--- config.mk ---
export PLATFORM = sky130hd
export DESIGN_NAME = acr_adc_ctrl
export DESIGN_NICKNAME = d
export VERILOG_FILES = /design/src/design/acr_pkg.sv /design/src/design/acr_pulse_if.sv /design/src/design/acr_pwrup_timer.sv /design/src/design/acr_adc_ctrl.sv
export SDC_FILE = /design/constraint.sdc
export NUM_CORES = 1
export LEC_CHECK = 0
export CORE_ASPECT_RATIO = 1.25
export CORE_UTILIZATION = 60
export CTS_CLUSTER_DIAMETER = 50
export DETAILED_ROUTE_END_ITERATION = 6
export DONT_BUFFER_PORTS = 1
export HOLD_SLACK_MARGIN = 0.1
export PLACE_DENSITY = 0.76
export SLEW_MARGIN = 20
export SYNTH_ARGS = -nofsm -noshare
export SYNTH_HDL_FRONTEND = slang
export SYNTH_SLANG_ARGS = --single-unit
--- constraint.sdc ---
create_clock -name ref_clk -period 5.5 [get_ports ref_clk]
set_input_delay 0 -clock ref_clk [delete_from_list [all_inputs] [get_ports ref_clk]]
set_output_delay 0 -clock ref_clk [all_outputs]
set_load 0.05 [all_outputs]
--- src/design/acr_pkg.sv ---
// constants and types shared by the converter start and read control
package acr_pkg;

   // clock and documented intervals
   localparam int unsigned CLK_PERIOD_NS = 10;
   localparam int unsigned PWRUP_PULSE_NS = 1500;
   localparam int unsigned CONV_TIME_NS = 4500;

   // interval lengths in clock cycles, least times rounded up
   localparam int unsigned PWRUP_PULSE_CYC = (PWRUP_PULSE_NS + CLK_PERIOD_NS - 1) / CLK_PERIOD_NS;
   localparam int unsigned CONV_CYC = (CONV_TIME_NS + CLK_PERIOD_NS - 1) / CLK_PERIOD_NS;

   // widths
   localparam int unsigned DATA_W = 8;
   localparam int unsigned CNT_W = 12;

   // reset and counter values
   localparam logic [DATA_W-1:0] RESULT_RST = 8'h00;
   localparam logic [CNT_W-1:0] CNT_ZERO = 12'h000;
   localparam logic [CNT_W-1:0] CNT_ONE = 12'h001;

   // converter core states
   typedef enum logic [1:0] {
      ACR_ST_DOWN,
      ACR_ST_READY,
      ACR_ST_CONV
   } acr_state_t;

endpackage

--- src/design/acr_pulse_if.sv ---
// link between the start control and the power-up pulse timer
`timescale 1ns/1ns
`default_nettype none

interface acr_pulse_if;
   logic fire;
   logic active;

   // control side triggers, timer side answers with the pulse level
   modport ctrl (output fire, input active);
   modport timer (input fire, output active);
endinterface // acr_pulse_if

`default_nettype wire

--- src/design/acr_pwrup_timer.sv ---
// power-up pulse timer: one fixed-length high pulse per trigger
`timescale 1ns/1ns
`default_nettype none

module acr_pwrup_timer
   import acr_pkg::*;
#(
   parameter int unsigned PULSE_CYC = PWRUP_PULSE_CYC
)
(
   // clock and reset
   input wire logic ref_clk,
   input wire logic rst_b,
   // pulse link
   acr_pulse_if.timer pif
);

   typedef struct packed {
      logic [CNT_W-1:0] cnt;
      logic active;
   } acr_tmr_t;

   acr_tmr_t q;
   acr_tmr_t d;

   assign pif.active = q.active;

   ////////////////////////////////////////////////////////////////////////////
   // next state: a new trigger restarts the full pulse
   always_comb
   begin
      d = q;
      if (pif.fire)
      begin
         d.cnt = CNT_W'(PULSE_CYC);
         d.active = 1'b1;
      end
      else if (q.cnt == CNT_ONE)
      begin
         d.cnt = CNT_ZERO;
         d.active = 1'b0;
      end
      else if (q.cnt != CNT_ZERO)
      begin
         d.cnt = q.cnt - CNT_ONE;
      end
   end

   // state register
   always_ff @(posedge ref_clk)
   begin
      if (!rst_b)
         q <= '{cnt: CNT_ZERO, active: 1'b0};
      else
         q <= d;
   end

   ////////////////////////////////////////////////////////////////////////////
   // checks: pulse width counted by helper logic
   logic [CNT_W-1:0] width_q;

   always_ff @(posedge ref_clk)
   begin
      if (!rst_b || pif.fire)
         width_q <= CNT_ZERO;
      else if (q.active)
         width_q <= width_q + CNT_ONE;
   end
endmodule // acr_pwrup_timer

`default_nettype wire

--- src/design/acr_adc_ctrl.sv ---
// converter start sequencing, busy framing, result latch and parallel read port
`timescale 1ns/1ns
`default_nettype none

// Behaviour
// - each rising start edge makes a 1.5 us internal high pulse
// - gated start is external start OR internal pulse
// - start already low at pulse end: pulse falling edge begins hold and conversion
// - start still high at pulse end: wait for its falling edge
// - in power-down use the later falling edge starts the first conversion
// - busy goes high and stays high through the conversion
// - conversion end returns sampler to track and drops busy
// - result latched into output register at conversion end
// - start high when busy falls: stay powered, high-speed mode
// - start low before busy falls: power down at conversion end
// - from power-down, wake on next start rising edge, pulse covers power-up
// - read port works while the core is powered down
// - data driven only while chip select and read strobe were both low the cycle before
// - read interface is reset when busy rises
// - after power-on start powered down, waiting for a start rising edge
// - results are straight unsigned binary
module acr_adc_ctrl
   import acr_pkg::*;
#(
   parameter int unsigned PULSE_CYC = PWRUP_PULSE_CYC,
   parameter int unsigned CONV_LEN_CYC = CONV_CYC
)
(
   // clock and reset
   input wire logic ref_clk,
   input wire logic rst_b,
   // conversion control pin
   input wire logic conversion_start_n,
   // analog core
   input wire logic [DATA_W-1:0] core_result,
   output logic core_powered,
   output logic sampler_hold,
   output logic high_speed_mode,
   // status pin
   output logic busy,
   // parallel read port
   input wire logic cs_n,
   input wire logic rd_n,
   output logic [DATA_W-1:0] data_out,
   output logic data_oe
);

   typedef struct packed {
      acr_state_t st;
      logic start_q;
      logic gated_q;
      logic [CNT_W-1:0] cnt;
      logic busy;
      logic powered;
      logic hs_mode;
      logic [DATA_W-1:0] result;
      logic [DATA_W-1:0] dout;
      logic oe;
   } acr_ctrl_t;

   acr_ctrl_t q;
   acr_ctrl_t d;
   acr_pulse_if pif ();

   logic start_rise;
   logic gated;
   logic gated_fall;

   ////////////////////////////////////////////////////////////////////////////
   // power-up pulse timer
   acr_pwrup_timer #(
      .PULSE_CYC(PULSE_CYC)
   ) u_timer (
      .ref_clk(ref_clk),
      .rst_b(rst_b),
      .pif(pif.timer)
   );

   // edge detection and gated start
   assign start_rise = conversion_start_n & ~q.start_q;
   assign gated = conversion_start_n | pif.active;
   assign gated_fall = ~gated & q.gated_q;
   assign pif.fire = start_rise;

   ////////////////////////////////////////////////////////////////////////////
   // next state
   always_comb
   begin
      d = q;
      d.start_q = conversion_start_n;
      d.gated_q = gated;
      unique case (q.st)
         ACR_ST_DOWN:
         begin
            // wake on a start rising edge only
            if (start_rise)
            begin
               d.st = ACR_ST_READY;
               d.powered = 1'b1;
            end
         end
         ACR_ST_READY:
         begin
            // the later of the two falling edges launches the conversion
            if (gated_fall)
            begin
               d.st = ACR_ST_CONV;
               d.busy = 1'b1;
               d.cnt = CNT_W'(CONV_LEN_CYC);
            end
         end
         ACR_ST_CONV:
         begin
            if (q.cnt == CNT_ONE)
            begin
               d.cnt = CNT_ZERO;
               d.busy = 1'b0;
               d.result = core_result;
               d.hs_mode = conversion_start_n;
               d.powered = conversion_start_n;
               d.st = conversion_start_n ? ACR_ST_READY : ACR_ST_DOWN;
            end
            else
            begin
               d.cnt = q.cnt - CNT_ONE;
            end
         end
      endcase
      // read port runs in every state, cleared as busy rises
      d.dout = d.result;
      d.oe = ~cs_n & ~rd_n;
      if (d.busy && !q.busy)
         d.oe = 1'b0;
   end

   // state register, power-on state is powered down
   always_ff @(posedge ref_clk)
   begin
      if (!rst_b)
         q <= '{st: ACR_ST_DOWN, start_q: 1'b0, gated_q: 1'b0, cnt: CNT_ZERO, busy: 1'b0,
                powered: 1'b0, hs_mode: 1'b0, result: RESULT_RST, dout: RESULT_RST, oe: 1'b0};
      else
         q <= d;
   end

   // outputs straight from the state register
   assign core_powered = q.powered;
   assign sampler_hold = q.busy; // hold exactly while converting
   assign high_speed_mode = q.hs_mode;
   assign busy = q.busy;
   assign data_out = q.dout;
   assign data_oe = q.oe;

   // helper: length of the current busy frame
   logic [CNT_W-1:0] busy_len_q;

   always_ff @(posedge ref_clk)
   begin
      if (!rst_b || !q.busy)
         busy_len_q <= CNT_ZERO;
      else
         busy_len_q <= busy_len_q + CNT_ONE;
   end

   ////////////////////////////////////////////////////////////////////////////
   // checks on launch timing, mode keeping and the read port

   // helper: cycles since the core was woken, saturating once a launch is allowed
   logic [CNT_W-1:0] wake_age_q;

   always_ff @(posedge ref_clk)
   begin
      if (!rst_b)
         wake_age_q <= CNT_ZERO;
      else if ((q.st == ACR_ST_DOWN) && start_rise)
         wake_age_q <= CNT_ONE;
      else if ((wake_age_q != CNT_ZERO) && (wake_age_q < CNT_W'(PULSE_CYC + 2)))
         wake_age_q <= wake_age_q + CNT_ONE;
   end
endmodule // acr_adc_ctrl

`default_nettype wire

==> impl_metrics.tcl <==
set metrics [dict create \
    status "finished clean" \
    synth.most_common_cell "dfxtp_1" \
    grtUsageTotal 0.259 \
    finClkSkew_ps 3.19 \
    viasPerCell 6.09 \
    clk_path_buf_depth 2 \
    drive_above_1_share 0.0661 \
    cts_setup_buffers 0 \
    crit_path_cell_trace "inv_1, ha_1, nor4bb_2, nand2_1, nor2_1, nor4_1, dlygate4sd3_1" \
    wl_per_cell_um 15.7 \
    synth.area.top_cells "dfxtp_1, mux2i_1, ha_1, nor2_1, a21oi_1" \
    worstHoldPathCells 2 \
    ff2ff_setup_slack_ps 2960 \
    drt_iter0_drc 41 \
    synthArstFlopShare 0 \
    irDropWorstVdd_v 0.000328 \
    grt_start_max_net_pins 21 \
    min_period_over_period 0.462 \
    rr_worst_depth 7 \
    dr.pass1.iters 4 \
    final_util 0.706 \
    grt_pass1_wl_um 6880 \
    syn_inst 237 \
    drv_cap 0 \
    rsz0062_at_grt "no" \
    drt-total-wl_um 4380 \
    cts_resized 0 \
    yosys.area.top_type "dfxtp_1" \
    min_path_type "in2reg" \
    grt.overflow.total 0 \
    die_y_um 67.7 \
    synthFlopType "dfxtp_1" \
    yosysWarnings 0 \
    fill_cells 258 \
    ios 26 \
    htree_levels 2 \
    die_area_sq_um 3700 \
    leakage_nw 0.942 \
    synth_nets 259 \
    numCtsBuffers 5 \
    ys_ff_latch 41 \
    cp-end-kind "register" \
    syn_avg_cell_area_sq_um 8.75 \
    yosysUniqueCellTypes 44 \
    cts_tree "built" \
    max_stage_delay_ps 700 \
    netlist_top_cells_count "dfxtp_1, nor2_1, a21oi_1" \
    drc 0 \
    path_max_fanout 10 \
    worstPathArrival_ps 2730 \
    cp-start-kind "register" \
    netlist.area_leader.share 0.396 \
    hold_violations 0 \
    timing.slew.headroom 0.299 \
    numClockSinks 41 \
    io_buffers 0 \
    hpwl_um 2980 \
    fmaxAchievable_ghz 0.393 \
    ant_nets 0 \
    yosysSeqAreaShare 0.396 \
    synth-edff-count 0 \
    rows 23 \
    post_dp_cell_area_sq_um 2010 \
    grt_pass1_vias 1636 \
    fin_area_sq_um 2300 \
    cp_slowest_cell "nor4bb_2" \
    p_per_area_nw_per_um2 493 \
    die_w_um 54.6 \
    diodes 0 \
    setup_viol 0 \
    min_period_ps 2540 \
    initial_utilization 0.638 \
    setup_tns_ps 0 \
    required_ps 5690 \
    fin_nets 263 \
    core_sq_um 3250 \
    area_growth_pct 10.7 \
    worstMarginPinSlew_ps 1050 \
    finalMaxSlewViolations 0 \
    syn_area_sq_um 2070 \
    antenna_found_initial 0 \
    cts_root_buffer "clkbuf_8" \
    multiInputGateArea_sq_um 1110 \
    clkSlewWorstSetupHoldPaths_ps 80 \
    vias 1698 \
    ff_latch_area_sq_um 821 \
    path_class "reg2reg" \
    gp_congestion 0.883 \
    clk-insertion-delay-late_ps 300 \
]
## layout make-up
class                   count  share of cell area
repair buffers             14              0.0610
clock buffers               5              0.0300
multi-input cells         169               0.485
inverters                  10              0.0163
clock inverters             3              0.0300
flip-flops and latches     41               0.357
well taps                  37              0.0202
## per-layer routing
| metal | global-route usage | wire length (um) | part of all wire | vias up |
|---|---|---|---|---|
| li1 | - | - | - | 829 |
| met1 | 0.272 | 1830 | 0.42 | 814 |
| met2 | 0.466 | 2290 | 0.52 | 43 |
| met3 | 0.0676 | 174 | 0.040 | 12 |
| met4 | 0.112 | 91 | 0.021 | 0 |
| met5 | 0 | 0 | 0 | - |
## worst max-delay path, delay by kind of cell, from the launching register on
kind	cells	cell delay [ps]
buffers and inverters	2	700
AND/OR/NAND/NOR	4	1150
flip-flops	1	340
adder cells (fa/ha/maj)	1	250
## where the power goes
part           total [mW]  internal, mW  switching [mW]
logic               0.408         0.176           0.232
registers           0.429         0.352          0.0766
clock network       0.294         0.183           0.112
## metrics by stage
| stage | instances | power [mW] | worst slack [ps] | hold slack (ps) |
|---|---|---|---|---|
| 2_1_floorplan | 237 | 0.751 | 3750 | 77.0 |
| 3_3_place_gp | 257 | 0.803 | 3050 | 78.4 |
| 3_5_place_dp | 257 | 0.823 | 2830 | 82.2 |
| 4_1_cts | 278 | 1.13 | 2640 | 119 |
| 5_1_grt | 279 | 1.20 | 2770 | 170 |
| 6_report | 279 | 1.13 | 2960 | 140 |
## timing repair
| item | CTS | global route |
|---|---|---|
| hold endpoints to repair | 34 | 2 |
| hold buffers | 13 | 1 |
| setup endpoints to repair | 0 | 0 |
## path summary, 6_finish.rpt
kind                                         start                   endpoint
worst max-delay path            q[35]$_SDFFE_PN0P_         data_oe$_SDFF_PP0_
worst max register to register  q[35]$_SDFFE_PN0P_         data_oe$_SDFF_PP0_
worst min register to register  q[21]$_SDFFE_PN0P_         q[21]$_SDFFE_PN0P_
worst min-delay path            conversion_start_n  u_timer.q[3]$_SDFFE_PN0P_
## cells by family (layout without fill, tap and decap cells)
group / after synthesis / in the layout / share of synthesized area
XOR/XNOR: 13 / 13 / 0.0549
AO/OA/AOI/OAI: 45 / 45 / 0.130
adder cells (fa/ha/maj): 9 / 9 / 0.0543
buffers and inverters: 27 / 32 / 0.0700
flip-flops: 41 / 41 / 0.396
AND/OR/NAND/NOR: 90 / 90 / 0.237
multiplexers: 12 / 12 / 0.0579
## state kept, by name, indices dropped and copies added, names as in the netlist
register,count
core_powered,1
data_out,8
q,16
u_timer.q,12
data_oe,1
high_speed_mode,1
u_timer.pif.active,1
busy,1
## layout by cell type (no fill, tap or decap), types with 2 or more instances in the layout
master,count
nand3b_1,3
nand2_1,16
a31oi_1,5
or4_1,3
clkbuf_8,5
or3_1,4
o31ai_1,2
nand2b_1,6
dfxtp_1,41
and2_1,2
bufinv_16,2
dlygate4sd3_1,14
nor3b_1,3
o211ai_1,4
nor2_2,2
ha_1,9
nor3_1,3
nor2_1,26
o21ai_0,9
nor4_1,3
xor2_1,9
nand3_1,6
nand4_1,2
a21oi_1,17
inv_1,10
mux2i_1,12
o22ai_1,2
nor4_2,3
xnor2_1,4
No activity file was read; power rests on OpenSTA's default activity.
